[src/rtl/uphy_pkg.sv]
// Package: register map, field layout, reset values and carrier types of the USB PHY control bank
package uphy_pkg;

  // Register indices; byte address is four times the index
  localparam logic [15:0] IDX_UTMI_CONFIG = 16'hF008;
  localparam logic [15:0] IDX_RESET_CONTROL = 16'hF00A;
  localparam logic [15:0] IDX_SHIM_CONFIG = 16'hF00C;
  localparam logic [15:0] IDX_LINE_STATUS = 16'hF011;
  localparam int ADR_W = 18;
  localparam logic [17:0] ADDR_UTMI_CONFIG = {IDX_UTMI_CONFIG, 2'h0};
  localparam logic [17:0] ADDR_RESET_CONTROL = {IDX_RESET_CONTROL, 2'h0};
  localparam logic [17:0] ADDR_SHIM_CONFIG = {IDX_SHIM_CONFIG, 2'h0};
  localparam logic [17:0] ADDR_LINE_STATUS = {IDX_LINE_STATUS, 2'h0};

  // UTMI config field positions
  localparam int CFG_XTAL_LSB = 12;
  localparam int CFG_XTAL_MSB = 14;
  localparam int CFG_ID_PIN_BIT = 11;
  localparam int CFG_LPM_BIT = 10;
  localparam int CFG_PLL_BIT = 9;
  localparam int CFG_STUFF_BIT = 8;
  localparam int CFG_DM_PULLDOWN_BIT = 7;
  localparam int CFG_DP_PULLDOWN_BIT = 6;
  localparam int CFG_SUSPENDM_BIT = 5;
  localparam int CFG_OPMODE_LSB = 3;
  localparam int CFG_TERMSEL_BIT = 2;
  localparam int CFG_XCVR_LSB = 0;
  localparam int CFG_W = 15;

  // Reset control and shim field positions
  localparam int RST_UTMI_BIT = 1;
  localparam int RST_POR_RELEASE_BIT = 0;
  localparam int SHIM_FLAG_MODE_BIT = 1;
  localparam int SHIM_QUALIFY_BIT = 0;

  // Status field positions
  localparam int STAT_BIST_BIT = 4;
  localparam int STAT_ID_BIT = 3;
  localparam int STAT_DISC_BIT = 2;
  localparam int STAT_LS_LSB = 0;

  // Reset values and writable masks
  localparam logic [31:0] RST_UTMI_CONFIG = 32'h0000_102D;
  localparam logic [31:0] MASK_UTMI_CONFIG = 32'h0000_7FFF;
  localparam logic [31:0] RST_RESET_CONTROL = 32'h0000_0002;
  localparam logic [31:0] MASK_RESET_CONTROL = 32'h0000_0003;
  localparam logic [31:0] RST_SHIM_CONFIG = 32'h0000_0000;
  localparam logic [31:0] MASK_SHIM_CONFIG = 32'h0000_0003;

  // Pin input synchroniser
  localparam int SYNC_W = 7;

  typedef enum logic [2:0] {
    XTAL_10_MHZ = 3'h0,
    XTAL_12_MHZ = 3'h1,
    XTAL_25_MHZ = 3'h2,
    XTAL_30_MHZ = 3'h3,
    XTAL_19P2_MHZ = 3'h4,
    XTAL_24_MHZ = 3'h5,
    XTAL_27_MHZ = 3'h6,
    XTAL_40_MHZ = 3'h7
  } uphy_xtal_t;

  typedef enum logic [1:0] {
    LS_SE0 = 2'h0,
    LS_J = 2'h1,
    LS_K = 2'h2,
    LS_SE1 = 2'h3
  } uphy_line_state_t;

  // UTMI control outputs, laid out as config bits 14:0
  typedef struct packed {
    uphy_xtal_t crystal_freq_select;
    logic id_pin_detect_enable;
    logic link_power_mgmt_enable;
    logic phy_pll_enable;
    logic transmit_stuffing_enable;
    logic minus_line_pulldown;
    logic plus_line_pulldown;
    logic suspend_m;
    logic [1:0] op_mode;
    logic term_select;
    logic [1:0] xcvr_select;
  } uphy_utmi_ctrl_t;

  // PHY status inputs
  typedef struct packed {
    logic self_test_passed;
    logic id_pin_high_resistance;
    logic no_peripheral_attached;
    uphy_line_state_t line_state;
    logic rx_active;
    logic rx_valid;
  } uphy_phy_in_t;

endpackage

[src/rtl/uphy_regs.sv]
// USB PHY UTMI control, reset, receive shim and status registers on classic Wishbone
`timescale 1ns/1ps
module uphy_regs
  import uphy_pkg::*;
(
  input wire logic CLK_SYS_I,
  input wire logic RESETN_I,
  input wire logic WB_CYC_I,
  input wire logic WB_STB_I,
  input wire logic WB_WE_I,
  input wire logic [ADR_W-1:0] WB_ADR_I,
  input wire logic [3:0] WB_SEL_I,
  input wire logic [31:0] WB_DAT_I,
  output logic [31:0] WB_DAT_O,
  output logic WB_ACK_O,
  input wire uphy_phy_in_t PHY_STATUS_I,
  output uphy_utmi_ctrl_t UTMI_CTRL_O,
  output logic UTMI_RESET_O,
  output logic PHY_POWER_ON_RESET_RELEASE_O,
  output logic RX_FLAG0_O,
  output logic RX_FLAG1_O
);

  logic [31:0] utmi_config;
  logic [31:0] reset_control;
  logic [31:0] shim_config;
  logic [SYNC_W-1:0] sync1;
  logic [SYNC_W-1:0] sync2;
  logic [SYNC_W-1:0] sync3;
  logic [SYNC_W-1:0] phy_filt;
  uphy_phy_in_t phy_in;
  logic flag0;
  logic flag1;

  // Bus decode
  wire req = WB_CYC_I & WB_STB_I & ~WB_ACK_O;
  wire wr = req & WB_WE_I;
  wire hit_cfg = (WB_ADR_I[ADR_W-1:2] == IDX_UTMI_CONFIG);
  wire hit_rst = (WB_ADR_I[ADR_W-1:2] == IDX_RESET_CONTROL);
  wire hit_shim = (WB_ADR_I[ADR_W-1:2] == IDX_SHIM_CONFIG);
  wire hit_stat = (WB_ADR_I[ADR_W-1:2] == IDX_LINE_STATUS);
  wire [31:0] lane_mask = {{8{WB_SEL_I[3]}}, {8{WB_SEL_I[2]}}, {8{WB_SEL_I[1]}}, {8{WB_SEL_I[0]}}};

  // Byte-lane merge limited to writable bits
  wire [31:0] cfg_wmask = lane_mask & MASK_UTMI_CONFIG;
  wire [31:0] rst_wmask = lane_mask & MASK_RESET_CONTROL;
  wire [31:0] shim_wmask = lane_mask & MASK_SHIM_CONFIG;
  wire [31:0] next_utmi_config = (utmi_config & ~cfg_wmask) | (WB_DAT_I & cfg_wmask);
  wire [31:0] next_reset_control = (reset_control & ~rst_wmask) | (WB_DAT_I & rst_wmask);
  wire [31:0] next_shim_config = (shim_config & ~shim_wmask) | (WB_DAT_I & shim_wmask);

  always_ff @(posedge CLK_SYS_I or negedge RESETN_I) begin
    if (!RESETN_I) begin
      utmi_config <= RST_UTMI_CONFIG;
      reset_control <= RST_RESET_CONTROL;
      shim_config <= RST_SHIM_CONFIG;
    end else if (wr) begin
      if (hit_cfg) begin
        utmi_config <= next_utmi_config;
      end
      if (hit_rst) begin
        reset_control <= next_reset_control;
      end
      if (hit_shim) begin
        shim_config <= next_shim_config;
      end
    end
  end

  // Pin inputs: three synchroniser flops and a filter flop, a change counts once stages two and three agree
  genvar gi;
  generate
    for (gi = 0; gi < SYNC_W; gi++) begin : g_sync
      always_ff @(posedge CLK_SYS_I or negedge RESETN_I) begin
        if (!RESETN_I) begin
          sync1[gi] <= 1'b0;
          sync2[gi] <= 1'b0;
          sync3[gi] <= 1'b0;
          phy_filt[gi] <= 1'b0;
        end else begin
          sync1[gi] <= PHY_STATUS_I[gi];
          sync2[gi] <= sync1[gi];
          sync3[gi] <= sync2[gi];
          if (sync2[gi] == sync3[gi]) begin
            phy_filt[gi] <= sync3[gi];
          end
        end
      end
    end
  endgenerate

  assign phy_in = uphy_phy_in_t'(phy_filt);

  // Status word
  wire [31:0] status_word = {27'h0,
    phy_in.self_test_passed,
    phy_in.id_pin_high_resistance,
    phy_in.no_peripheral_attached,
    phy_in.line_state};

  // Read mux; unmapped addresses read zero
  wire [31:0] rd_data = hit_cfg ? utmi_config :
                        hit_rst ? reset_control :
                        hit_shim ? shim_config :
                        hit_stat ? status_word : 32'h0000_0000;

  always_ff @(posedge CLK_SYS_I or negedge RESETN_I) begin
    if (!RESETN_I) begin
      WB_ACK_O <= 1'b0;
      WB_DAT_O <= 32'h0000_0000;
    end else begin
      WB_ACK_O <= req;
      if (req && !WB_WE_I) begin
        WB_DAT_O <= rd_data;
      end
    end
  end

  // Receive shim selection
  wire qualified_valid = shim_config[SHIM_QUALIFY_BIT] ?
                         (phy_in.rx_valid & phy_in.rx_active) : phy_in.rx_valid;
  wire next_flag0 = shim_config[SHIM_FLAG_MODE_BIT] ?
                    phy_in.line_state[0] : phy_in.rx_active;
  wire next_flag1 = shim_config[SHIM_FLAG_MODE_BIT] ?
                    phy_in.line_state[1] : qualified_valid;

  always_ff @(posedge CLK_SYS_I or negedge RESETN_I) begin
    if (!RESETN_I) begin
      flag0 <= 1'b0;
      flag1 <= 1'b0;
    end else begin
      flag0 <= next_flag0;
      flag1 <= next_flag1;
    end
  end

  assign RX_FLAG0_O = flag0;
  assign RX_FLAG1_O = flag1;
  assign UTMI_CTRL_O = uphy_utmi_ctrl_t'(utmi_config[CFG_W-1:0]);
  assign UTMI_RESET_O = reset_control[RST_UTMI_BIT];
  assign PHY_POWER_ON_RESET_RELEASE_O = reset_control[RST_POR_RELEASE_BIT];

endmodule // uphy_regs

[config.mk]
export PLATFORM = sky130hd
export DESIGN_NAME = uphy_regs
export DESIGN_NICKNAME = d
export VERILOG_FILES = /design/src/rtl/uphy_pkg.sv /design/src/rtl/uphy_regs.sv
export SDC_FILE = /design/constraint.sdc
export NUM_CORES = 1
export LEC_CHECK = 0
export BUFFER_PORTS_ARGS = -buffer_cell sky130_fd_sc_hd__buf_2
export CAP_MARGIN = 20
export CORE_UTILIZATION = 46
export CTS_CLUSTER_DIAMETER = 60
export DETAILED_ROUTE_END_ITERATION = 12
export PLACE_DENSITY = 0.79
export SYNTH_ARGS = -nofsm -noshare
export SYNTH_HDL_FRONTEND = slang
export SYNTH_SLANG_ARGS = --single-unit
[constraint.sdc]
create_clock -name CLK_SYS_I -period 2.5 [get_ports CLK_SYS_I]
set_clock_uncertainty 0.2 [all_clocks]
set_input_delay 0.25 -clock CLK_SYS_I [delete_from_list [all_inputs] [get_ports CLK_SYS_I]]
set_output_delay 0.25 -clock CLK_SYS_I [all_outputs]
set_load 0.1 [all_outputs]
==> results list, run 1 <==
- The flow ran to the end, and the final reports show no timing, DRC or antenna violations.
- Across the run, the number of max-cap violations was 0.
- Synth Area per Inst: 14.7 µm²
* Detail Route Antenna Nets: 0
- For this design the ratio of total power to cell area is 671 nW/µm².
- Via density: 4.96
* Count of H-tree levels built during CTS: 3
- Final worst path period share: 82.9%
- Post-CTS resize count: 0
- The number of global-route vias before repair is 1760.
- Routed vias: 1797
- Post-synthesis xor/xnor area fraction: 0%
- Global-route wire length before repair: 8620 µm
* Critical Path End Type: register
* Top cell type's share of synthesized area: 57.7%
- Area Overhead vs Synth: 33.7%
* Unrepaired setup endpoints after global routing: no
* Met1 Use GR: 24.4%
* Fraction of synthesized area in multiplexers: 8.81%
- Measured along the y axis, the die boundary spans 76.6 µm.
- Worst endpoint required time: 2510 ps
- Storage cell area: 1630 µm²
* Total global-route track usage: 19.5%
* Total inserted antenna cells: 0
* Die footprint: 5860 µm²
* Dominant combinational cell family by area after synthesis: simple AND/OR/NAND/NOR gates
- Synth cell types: 32
- Across the VDD grid, the largest voltage drop is 445 µV.
* Endpoint arrival time on the critical path: 2090 ps
- The layout has 406 filler cells.
- The smallest clock period supported by the final layout is computed as 2070 ps.
- The congestion estimate from routability-driven global placement came to 0.754.
- Gate count of the mapped netlist: 174
- Of all nets on the critical path, the largest fanout is 8.
* Number of antenna violations at the first check in global routing: 0
- Counting every sink on the clock net gives 65.
- The initial utilization of the core area, before any placement, comes to 48.8%.
- Hold violation count in the final report: 0
* Drc violations: 0
- Power comes to 2290 µW.
* Average wire length per cell after detail routing: 14.2 µm
* Element type at the critical path start: register
- Setup_tns: 0 ps
* Share of synthesized cell area in full adder, half adder and majority cells: 2.74%
- Setup violations remaining at the end of the flow were counted as 0.
- The count of pins over their slew limit was 0.
- The tree is rooted in a clkbuf_8.
- Aggregate global routing overflow: 0
- Of all cell types, the one taking the most synthesized area is dfrtp_1.
- Starting DRT DRC Count: 74
- The first detailed-routing pass took 4 iterations.
- In this run the standard cell core region covers 5240 µm².
- Synthesized-area fraction occupied by ao, oa, aoi and oai cells: 6.56%
* Yosys warnings: 0
* Clock tree from TritonCTS: yes
- After detailed routing, the total wire length is 5130 µm.
- Summing all multi-input logic gate instances after layout gives 826 µm².
* Worst slew slack as a fraction of its limit: 57.2%
* Total leakage power: 0.00173 µW
* HPWL after detailed placement: 3630 µm
* Met3 Use GR: 4.43%
* Std-Cell Rows: 26
- For this design the top-level I/O count stands at 118.
- At the pin with the least slew margin, the transition time is 641 ps.
- The share of the Yosys chip area taken by registers is 63.9%.
- Layer carrying the most global-route usage: met2
- Share of final-layout standard cells stronger than drive strength 1: 45.5%
* Utilization after layout: 65.3%
- In this run the worst hold path is classified as input port to register.
- The number of setup buffers added after CTS is 0.
* CTS buffer count: 9
- Die X-Extent: 76.6 µm
- Global routing used 31.5% of the available met2 tracks.
* Fin nets: 353
* Synth area leaders: dfrtp_1 58%, mux2_2 8.8%, dfstp_2 6.2%
* Post-synth design cell area: 2560 µm²
- At the later pin of the worst-skew pair, clock insertion delay measures 330 ps.
- Buffer levels on the longest clock path: 2
- Quantity of I/O buffers inserted on ports: 79
- For this run, the top clock speed supported by timing is 0.483 GHz.
* Crit Path Category: register to register
* Maximum number of pins on one net before global-route repair: 39
- Simple logic cell fraction of the synthesized area: 11.7%
* Seq cells post-synth: 65
- Clock-pin slew was measured on the worst setup and hold paths at 60 ps.
[path summary, 6_finish.rpt]
kind                                    start                          to  slack [ps]  cells past startpoint
min in group asynchronous            RESETN_I        RX_FLAG1_O$_DFF_PN0_         280                      2
max reg2reg                WB_ACK_O$_DFF_PN0_                    register         430                      4
max in group asynchronous            RESETN_I  asynchronous set/reset pin        1130                      3
min reg2reg                sync1[0]$_DFF_PN0_          sync2[0]$_DFF_PN0_         150                      0
max                        WB_ACK_O$_DFF_PN0_                    register         430                      4
min                                  WB_CYC_I          WB_ACK_O$_DFF_PN0_         130                      3
[per-stage QoR]
step | area, µm² | std cells | hold WS (ps) | setup WS [ps]
CTS | 3420 | 362 | 114 | 413
global route | 3420 | 362 | 145 | 252
finish | 3420 | 362 | 128 | 428
floorplan | 2620 | 190 | -246 | 142
global placement | 2990 | 322 | 103 | 416
detailed placement | 2990 | 322 | 113 | 404
[kinds of logic (layout without fill, tap and decap cells)]
group,count (synthesis),after routing
flip-flops,65,65
AND/OR/NAND/NOR,36,36
buffers and inverters,24,126
AO/OA/AOI/OAI,21,21
multiplexers,20,20
adder cells (fa/ha/maj),7,7
other,1,17
[power by group]
part | internal (µW) | switching (µW)
registers | 1090 | 19.5
logic | 81.4 | 252
clock network | 486 | 364
total | 1660 | 636
[routing by layer]
layer / part of all wire, % / wire, µm
met2: 51 / 2600
met5: 0 / 0
met3: 4.4 / 226
met4: 2.8 / 143
met1: 42 / 2160
[synthesized netlist by cell type]
cell,instances
dfrtp_1,59
mux2_2,20
buf_4,18
a22o_1,10
maj3_1,7
dfstp_2,6
inv_1,5
nand2_1,5
nor3_4,4
o21ai_0,4
a221o_1,3
and4bb_2,3
nand4_1,3
nor2_1,3
nor3_1,3
a221oi_1,2
a31oi_1,2
nand2b_1,2
nand3_1,2
and2_1,1
and2b_2,1
and3_2,1
and4_2,1
and4b_1,1
clkbuf_1,1
conb_1,1
nand3_4,1
nand3b_1,1
nand4b_1,1
nor3b_2,1
nor4_1,1
nor4b_2,1
[critical path, stage by stage (launching register included)]
cell and delay, ps:
dfrtp_1 380, and2b_2 240, nand4_1 260, nor3_4 500
mux2_2 390
[cells in the final DEF (no fill, tap or decap), types with 2 or more instances in the layout]
master	count
a221o_1	3
nand3_1	2
nand2b_1	2
nor3_4	4
a31oi_1	2
nor3_1	3
and4bb_2	3
dfstp_2	6
dfrtp_1	59
nor2_1	3
nand2_1	5
inv_1	5
mux2_2	20
a22o_1	10
a221oi_1	2
o21ai_0	4
clkbuf_1	3
maj3_1	7
clkinv_2	2
buf_2	79
dlygate4sd3_1	24
conb_1	17
nand4_1	3
clkbuf_8	10
[what timing repair did]
item,in CTS,in global routing
hold buffers,24,0
hold endpoints to repair,52,0
endpoints found under the setup margin,0,0
[final cells by class]
type / instances / share of cell area (%)
Tap cell: 70 / 2.56
Inverter: 5 / 0.549
Timing Repair Buffer: 105 / 19.4
Sequential cell: 65 / 47.8
Multi-Input combinational cell: 101 / 24.2
Clock inverter: 3 / 1.17
Clock buffer: 13 / 4.36
(Power assumes the default switching activity.)
==> run 2: changes to the inputs <==
CORE_UTILIZATION = 42   (was 46)
PLACE_DENSITY = 0.76   (was 0.79)
clock period = 1.9 ns   (was 2.5 ns; I/O delays follow)
==> results list, run 2 (synthesis gave the netlist of run 1 again) <==
- The final hold violation count came to 0.
* Crit path from: WB_ACK_O$_DFF_PN0_
* Worst endpoint required time: 1910 ps
* Cell Area, Placed: 3130 µm²
- The H-tree was split into 3 levels.
- Critical hold path startpoint: WB_ADR_I[4]
* Std-Cell Rows: 28
* Total inserted antenna cells: 0
- Critical register-to-register path startpoint: WB_ACK_O$_DFF_PN0_
- Routed vias: 1782
- Die Y-Extent: 80.0 µm
* Count of final setup violators: 5
- The count of pins over their slew limit is 0.
- STA classifies the critical path endpoint as a register.
- Share of final-layout standard cells stronger than drive strength 1: 49.0%
- Total global-route track usage: 17.8%
- Setup repair after global routing could not meet its margin everywhere.
- In this run the static leakage power is 0.00184 µW.
- Detailed placement finished with a half-perimeter wire length of 3590 µm.
- Drc violations: 0
- After layout, the minimum clock period comes to 1910 ps.
- Failing checks: setup timing
- Clock tree from TritonCTS: yes
- The first global-routing pass estimated 8200 µm of wire.
* Quantity of I/O buffers inserted on ports: 79
* Core Box Area: 5890 µm²
- Final worst path period share: 101%
* Average wire length per cell after detail routing: 14.1 µm
- Leaving out fill and tap cells, the most frequent cells in the layout are 79 x buf_2, 58 x dfrtp_1, 24 x dlygate4sd3_1.
- 1st-pass router iterations: 6
* Total power: 3120 µW
- Storage cell area: 1640 µm²
* Die footprint: 6410 µm²
- The number of clock buffers added by TritonCTS is 9.
* CP Max Fanout: 7
- Total of max-cap violations: 0
- Initial core utilization: 43.5%
- The die is 80.0 µm wide.
- Setup_tns: -16.5 ps
- Fin worst setup slack: -11.4 ps
- Endpoint arrival time on the critical path: 1920 ps
- Fmax: 0.523 GHz
- The library cell used most frequently in the layout, excluding fill and tap cells, is buf_2.
* Cell area power density: 846 nW/µm²
* Result of the run: finished, violations left
- Fin nets: 365
- During I/O placement, the number of pins put on the boundary was 118.
- Insertion delay of the later-clocked pin in the worst-skew pair: 340 ps
* Total Wirelength: 5340 µm
- The min-delay analysis places its worst path in the category input port to register.
- After the first detailed-routing iteration, the DRC count stood at 125.
- STA classifies the critical path startpoint as a register.
- Aggregate global routing overflow: 0
* CTS Root Buffer Type: clkbuf_8
- CTS Sinks: 65
- Detail Route Antenna Nets: 0
- Dividing the detail-routed via count by the number of cells gives 4.70.
- Area Overhead vs Synth: 44.1%
- Maximum number of pins on one net before global-route repair: 34
* Buffer levels on the longest clock path: 2
- Worst VDD drop: 383 µV
- Layout fillers: 469
* Number of antenna violations at the first check in global routing: 0
* Clock-pin slew on the worst setup and hold paths: 60 ps
* Crit Path Category: register to register
* Final instance area: 3680 µm²
- Weighted congestion at the end of routability-driven global placement: 0.805
- Via count of the first global-routing pass: 1676
- Multi-input gate area: 916 µm²
==> run 2: cell count changes in the layout (fill, tap and decap cells not counted), sizes merged <==
cell | previous run | this run
buf | 81 | 93
clkbuf | 13 | 14
clkinv | 2 | 1
==> run 2: layer usage <==
| layer | global-route usage, % | vias up | part of all wire, % |
|---|---|---|---|
| met5 | 0 | - | 0 |
| met4 | 10.4 | 0 | 2.0 |
| met3 | 4.80 | 9 | 5.5 |
| met2 | 27.2 | 57 | 50 |
| met1 | 22.6 | 867 | 43 |
| li1 | - | 849 | - |
==> run 2: final cells by class <==
| class | instances | area share, % |
|---|---|---|
| flip-flops and latches | 65 | 44.4 |
| multi-input cells | 101 | 24.9 |
| repair buffers | 117 | 22.0 |
| clock buffers | 14 | 4.69 |
| well taps | 75 | 2.55 |
| clock inverters | 2 | 0.951 |
| inverters | 5 | 0.509 |
==> run 2: critical path, cell delays in order (launching register included) <==
cell and delay, ps:
dfrtp_4 470, and2b_2 230, buf_4 100, nand4_1 120, nor3_4 200, buf_12 160, mux2_4 300
==> run 2: report_power, final <==
group / total [µW] / internal (µW) / leakage, µW / switching [µW]
clock: 1200 / 713 / 0.000107 / 485
combinational: 460 / 120 / 0.000926 / 340
sequential: 1460 / 1440 / 0.000811 / 25.0
==> run 2: worst paths after layout <==
path	end	slack, ps	cells after the start
min	register	90	3
max in group asynchronous	asynchronous set/reset pin	760	3
min in group asynchronous	sync3[2]$_DFF_PN0_	120	2
max reg2reg	register	-10	6
min reg2reg	sync2[6]$_DFF_PN0_	150	0
max	register	-10	6
==> run 2: timing repair <==
item / 4_1_cts / 5_1_grt
pin swaps: 3 / 1
endpoints found under the hold margin: 87 / 0
setup endpoints to repair: 18 / 24
buffers inserted: 2 / 2
gates resized for setup: 9 / 4
hold buffers: 24 / 0
cloned: 0 / 0
==> run 2: stage by stage <==
step	instances	hold slack [ps]	util (%)	worst slack, ps
2_1_floorplan	190	-306	-	-221
3_3_place_gp	335	-66.5	53.2	-46.5
3_5_place_dp	335	-60.4	53.2	-66.3
4_1_cts	377	85.2	61.8	-59.4
5_1_grt	379	98.9	62.6	-75.2
6_report	379	87.9	62.6	-11.4
==> run 3: changes to the inputs <==
ABC_AREA = 1   (was default)
CORE_UTILIZATION = 25   (was 42)
PLACE_DENSITY = default   (was 0.76)
==> results list, run 3 <==
- The flow ran to the end, and the final reports show no timing, DRC or antenna violations.
- Initial core utilization: 26.2%
- Once detail routing completed, the nets flagged for antenna violations numbered 0.
- After detailed routing, the number of remaining DRC violations is 0.
* Synthesized-area fraction occupied by ao, oa, aoi and oai cells: 4.06%
* Simple logic cell fraction of the synthesized area: 24.6%
- The commonest cells after synthesis are 89 x nand2_1, 59 x dfrtp_1, 20 x nand3_1.
- Average wire length per cell after detail routing: 11.6 µm
* Die footprint: 11400 µm²
- Averaged over all synthesized cells, the footprint is 10.1 µm².
- TritonCTS built the clock tree.
* Switching Fraction: 26.1%
* Maximum number of pins on one net before global-route repair: 66
- Worst min-delay path class: input port to register
- Dominant combinational cell family by area after synthesis: simple AND/OR/NAND/NOR gates
- The die is 107 µm wide.
* Top cell type's share of synthesized area: 53.8%
- Utilization after layout: 36.0%
- The tool flagged a number of max-cap violations equal to 0.
* Main synth FF type: dfrtp_1
- Hold violation count in the final report: 0
* Aggregate global routing overflow: 0
- The number of global-route vias before repair was 2118.
- Post-synth top area cell: dfrtp_1
* CTS Root Buffer Type: clkbuf_8
- Among all stages on the critical path, the largest delay is contributed by dfstp_2.
- The number of antenna violations at the first check in global routing was 0.
* Post-synth design cell area: 2740 µm²
- Sequential cell fraction of total power: 43.9%
- 1st-pass router iterations: 4
- Critical Path End Type: output port
- CTS buffer count: 9
- The library cell used most frequently in the layout, excluding fill and tap cells, is nand2_1.
- In this run the core area contains 37 standard-cell rows.
- After synthesis the netlist holds a flip-flop and latch count of 65.
- Clock share of power: 44.6%
- Traced cell by cell, the critical path runs through buf_2.
* Quantity of I/O buffers inserted on ports: 79
- Fin nets: 453
- Starting DRT DRC Count: 95
* Yosys warnings: 0
- The number of antenna diodes in the final layout is 0.
- Io pins: 118
* Final Max Tran Viols: 0
- Combinational Power Share: 11.6%
- Cell area power density: 875 nW/µm²
- Global routing consumed, over all layers together, 11.7% of the routing resources.
- After floorplanning, the core was sized to cover 10500 µm².
- Die Y-Extent: 107 µm
- Post-placement cell count: 486
* Leading cell types in the layout, fill and taps excluded: 89 x nand2_1, 79 x buf_2, 58 x dfrtp_1
* Count of flip-flops with a built-in enable after synthesis: 0
- The design draws 3300 µW.
- The largest single stage delay on the critical path is 550 ps.
- The worst path in the final design needs a cycle of 1720 ps, including I/O delays and setup.
- Register area share after synthesis: 59.6%
* Share of final-layout standard cells stronger than drive strength 1: 32.4%
- Fmax: 0.581 GHz
- Of the total synthesized cell area, the portion taken by full adders, half adders and majority gates is 2.55%.
* Via density: 4.08
* Gate count of the mapped netlist: 272
- In the finished design, the share of the clock period the worst path needs comes to 90.6%.
* Count of final setup violators: 0
- CP Max Fanout: 3
- Clock-pin slew on the worst setup and hold paths: 80 ps
- HPWL after detailed placement: 4260 µm
- Summed over all nets, the switching power comes to 860 µW.
- Global-route wire length before repair: 10100 µm
- Summed over all failing endpoints, the final setup total negative slack is 0 ps.
* Insertion delay of the later-clocked pin in the worst-skew pair: 350 ps
* Crit-path leading delay family: flip-flops
- Buffers added to address setup during post-CTS repair amount to 0.
- Worst VDD drop: 302 µV
- The longest clock path from root to sink contains 2 buffers.
* Element type at the critical path start: register
- Crit Path Category: register to output port
- nand2_1 is the most common cell in the netlist.
- The H-tree generated during clock tree synthesis spans 3 levels.
- FFs w/ async S/R, synth: 100%
- Data on the critical path arrives at its endpoint at 1330 ps.
- Unrepaired setup endpoints after global routing: no
- Data on the critical path is required at its endpoint by 1510 ps.
- Area Overhead vs Synth: 37.3%
- CTS Sinks: 65
* CP bufs+invs: 1
* Number of standard cells in the layout, taps in and fillers out: 528
- Fraction of synthesized area in multiplexers: 0.410%
* Total leakage power: 0.00197 µW
* Total Wirelength: 6110 µm
- The congestion estimate from routability-driven global placement came to 0.755.
- The internal power of the cells totals 2440 µW.
- Routed vias: 2155
- After Yosys synthesis, XOR and XNOR cells account for 0% of the synthesized area.
- Synth area leaders: dfrtp_1 54%, nand2_1 12%, dfstp_2 5.7%
- Synth cell types: 30
run 3: cell type report:
type | count | area [µm²]
fillers | 1100 | 6690
flip-flops and latches | 65 | 1640
multi-input cells | 183 | 936
repair buffers | 110 | 706
well taps | 136 | 170
clock buffers | 10 | 138
clock inverters | 6 | 115
inverters | 18 | 68.8
run 3: cell families (layout without fill, tap and decap cells):
kind of cell               after synthesis  count (layout)
and+or+nand+nor                        138             138
DFF                                     65              65
buffers and inverters                   40             144
AOI/OAI and AO/OA                       20              20
adders and majority gates                7               7
other                                    1              17
muxes                                    1               1
run 3: path summary, 6_finish.rpt:
kind,from,to,slack (ps),depth (start not counted)
min reg2reg,sync1[0]$_DFF_PN0_,sync2[0]$_DFF_PN0_,150,0
max in group asynchronous,RESETN_I,asynchronous set/reset pin,970,3
min,WB_SEL_I[1],register,30,5
min in group asynchronous,RESETN_I,sync2[3]$_DFF_PN0_,180,3
max,register,UTMI_CTRL_O[2],180,1
max reg2reg,WB_ACK_O$_DFF_PN0_,register,270,6
run 3: power groups by stage:
stage,Sequential [µW],Clock (µW),Combinational [µW]
after floorplan,1510,0,230
after global placement,1470,0,339
after detailed placement,1470,0,343
after CTS,1450,1520,384
after global routing,1450,1570,409
final,1450,1470,381
run 3: per-layer routing:
layer | vias to the layer above | part of all wire [%] | track usage, % | wire [µm]
met5 | - | 0 | 0 | 0
met4 | 0 | 2.4 | 6.46 | 147
met3 | 14 | 6.7 | 3.53 | 410
met2 | 78 | 46 | 18.4 | 2790
met1 | 996 | 45 | 14.3 | 2760
li1 | 1067 | - | - | -
run 3: stage by stage:
| stage | hold slack [ps] | instance area [µm²] | setup slack [ps] |
|---|---|---|---|
| after CTS | 1.15 | 3760 | 137 |
| after global placement | 35.1 | 3250 | 273 |
| after global routing | 26.8 | 3770 | 128 |
| final | 25.2 | 3770 | 178 |
| after detailed placement | 42.4 | 3250 | 253 |
| after floorplan | -306 | 2810 | 151 |
run 3: timing repair:
action,4_1_cts,5_1_grt
endpoints found under the hold margin,92,0
hold buffers,26,0
endpoints found under the setup margin,0,1
resized for setup,0,1
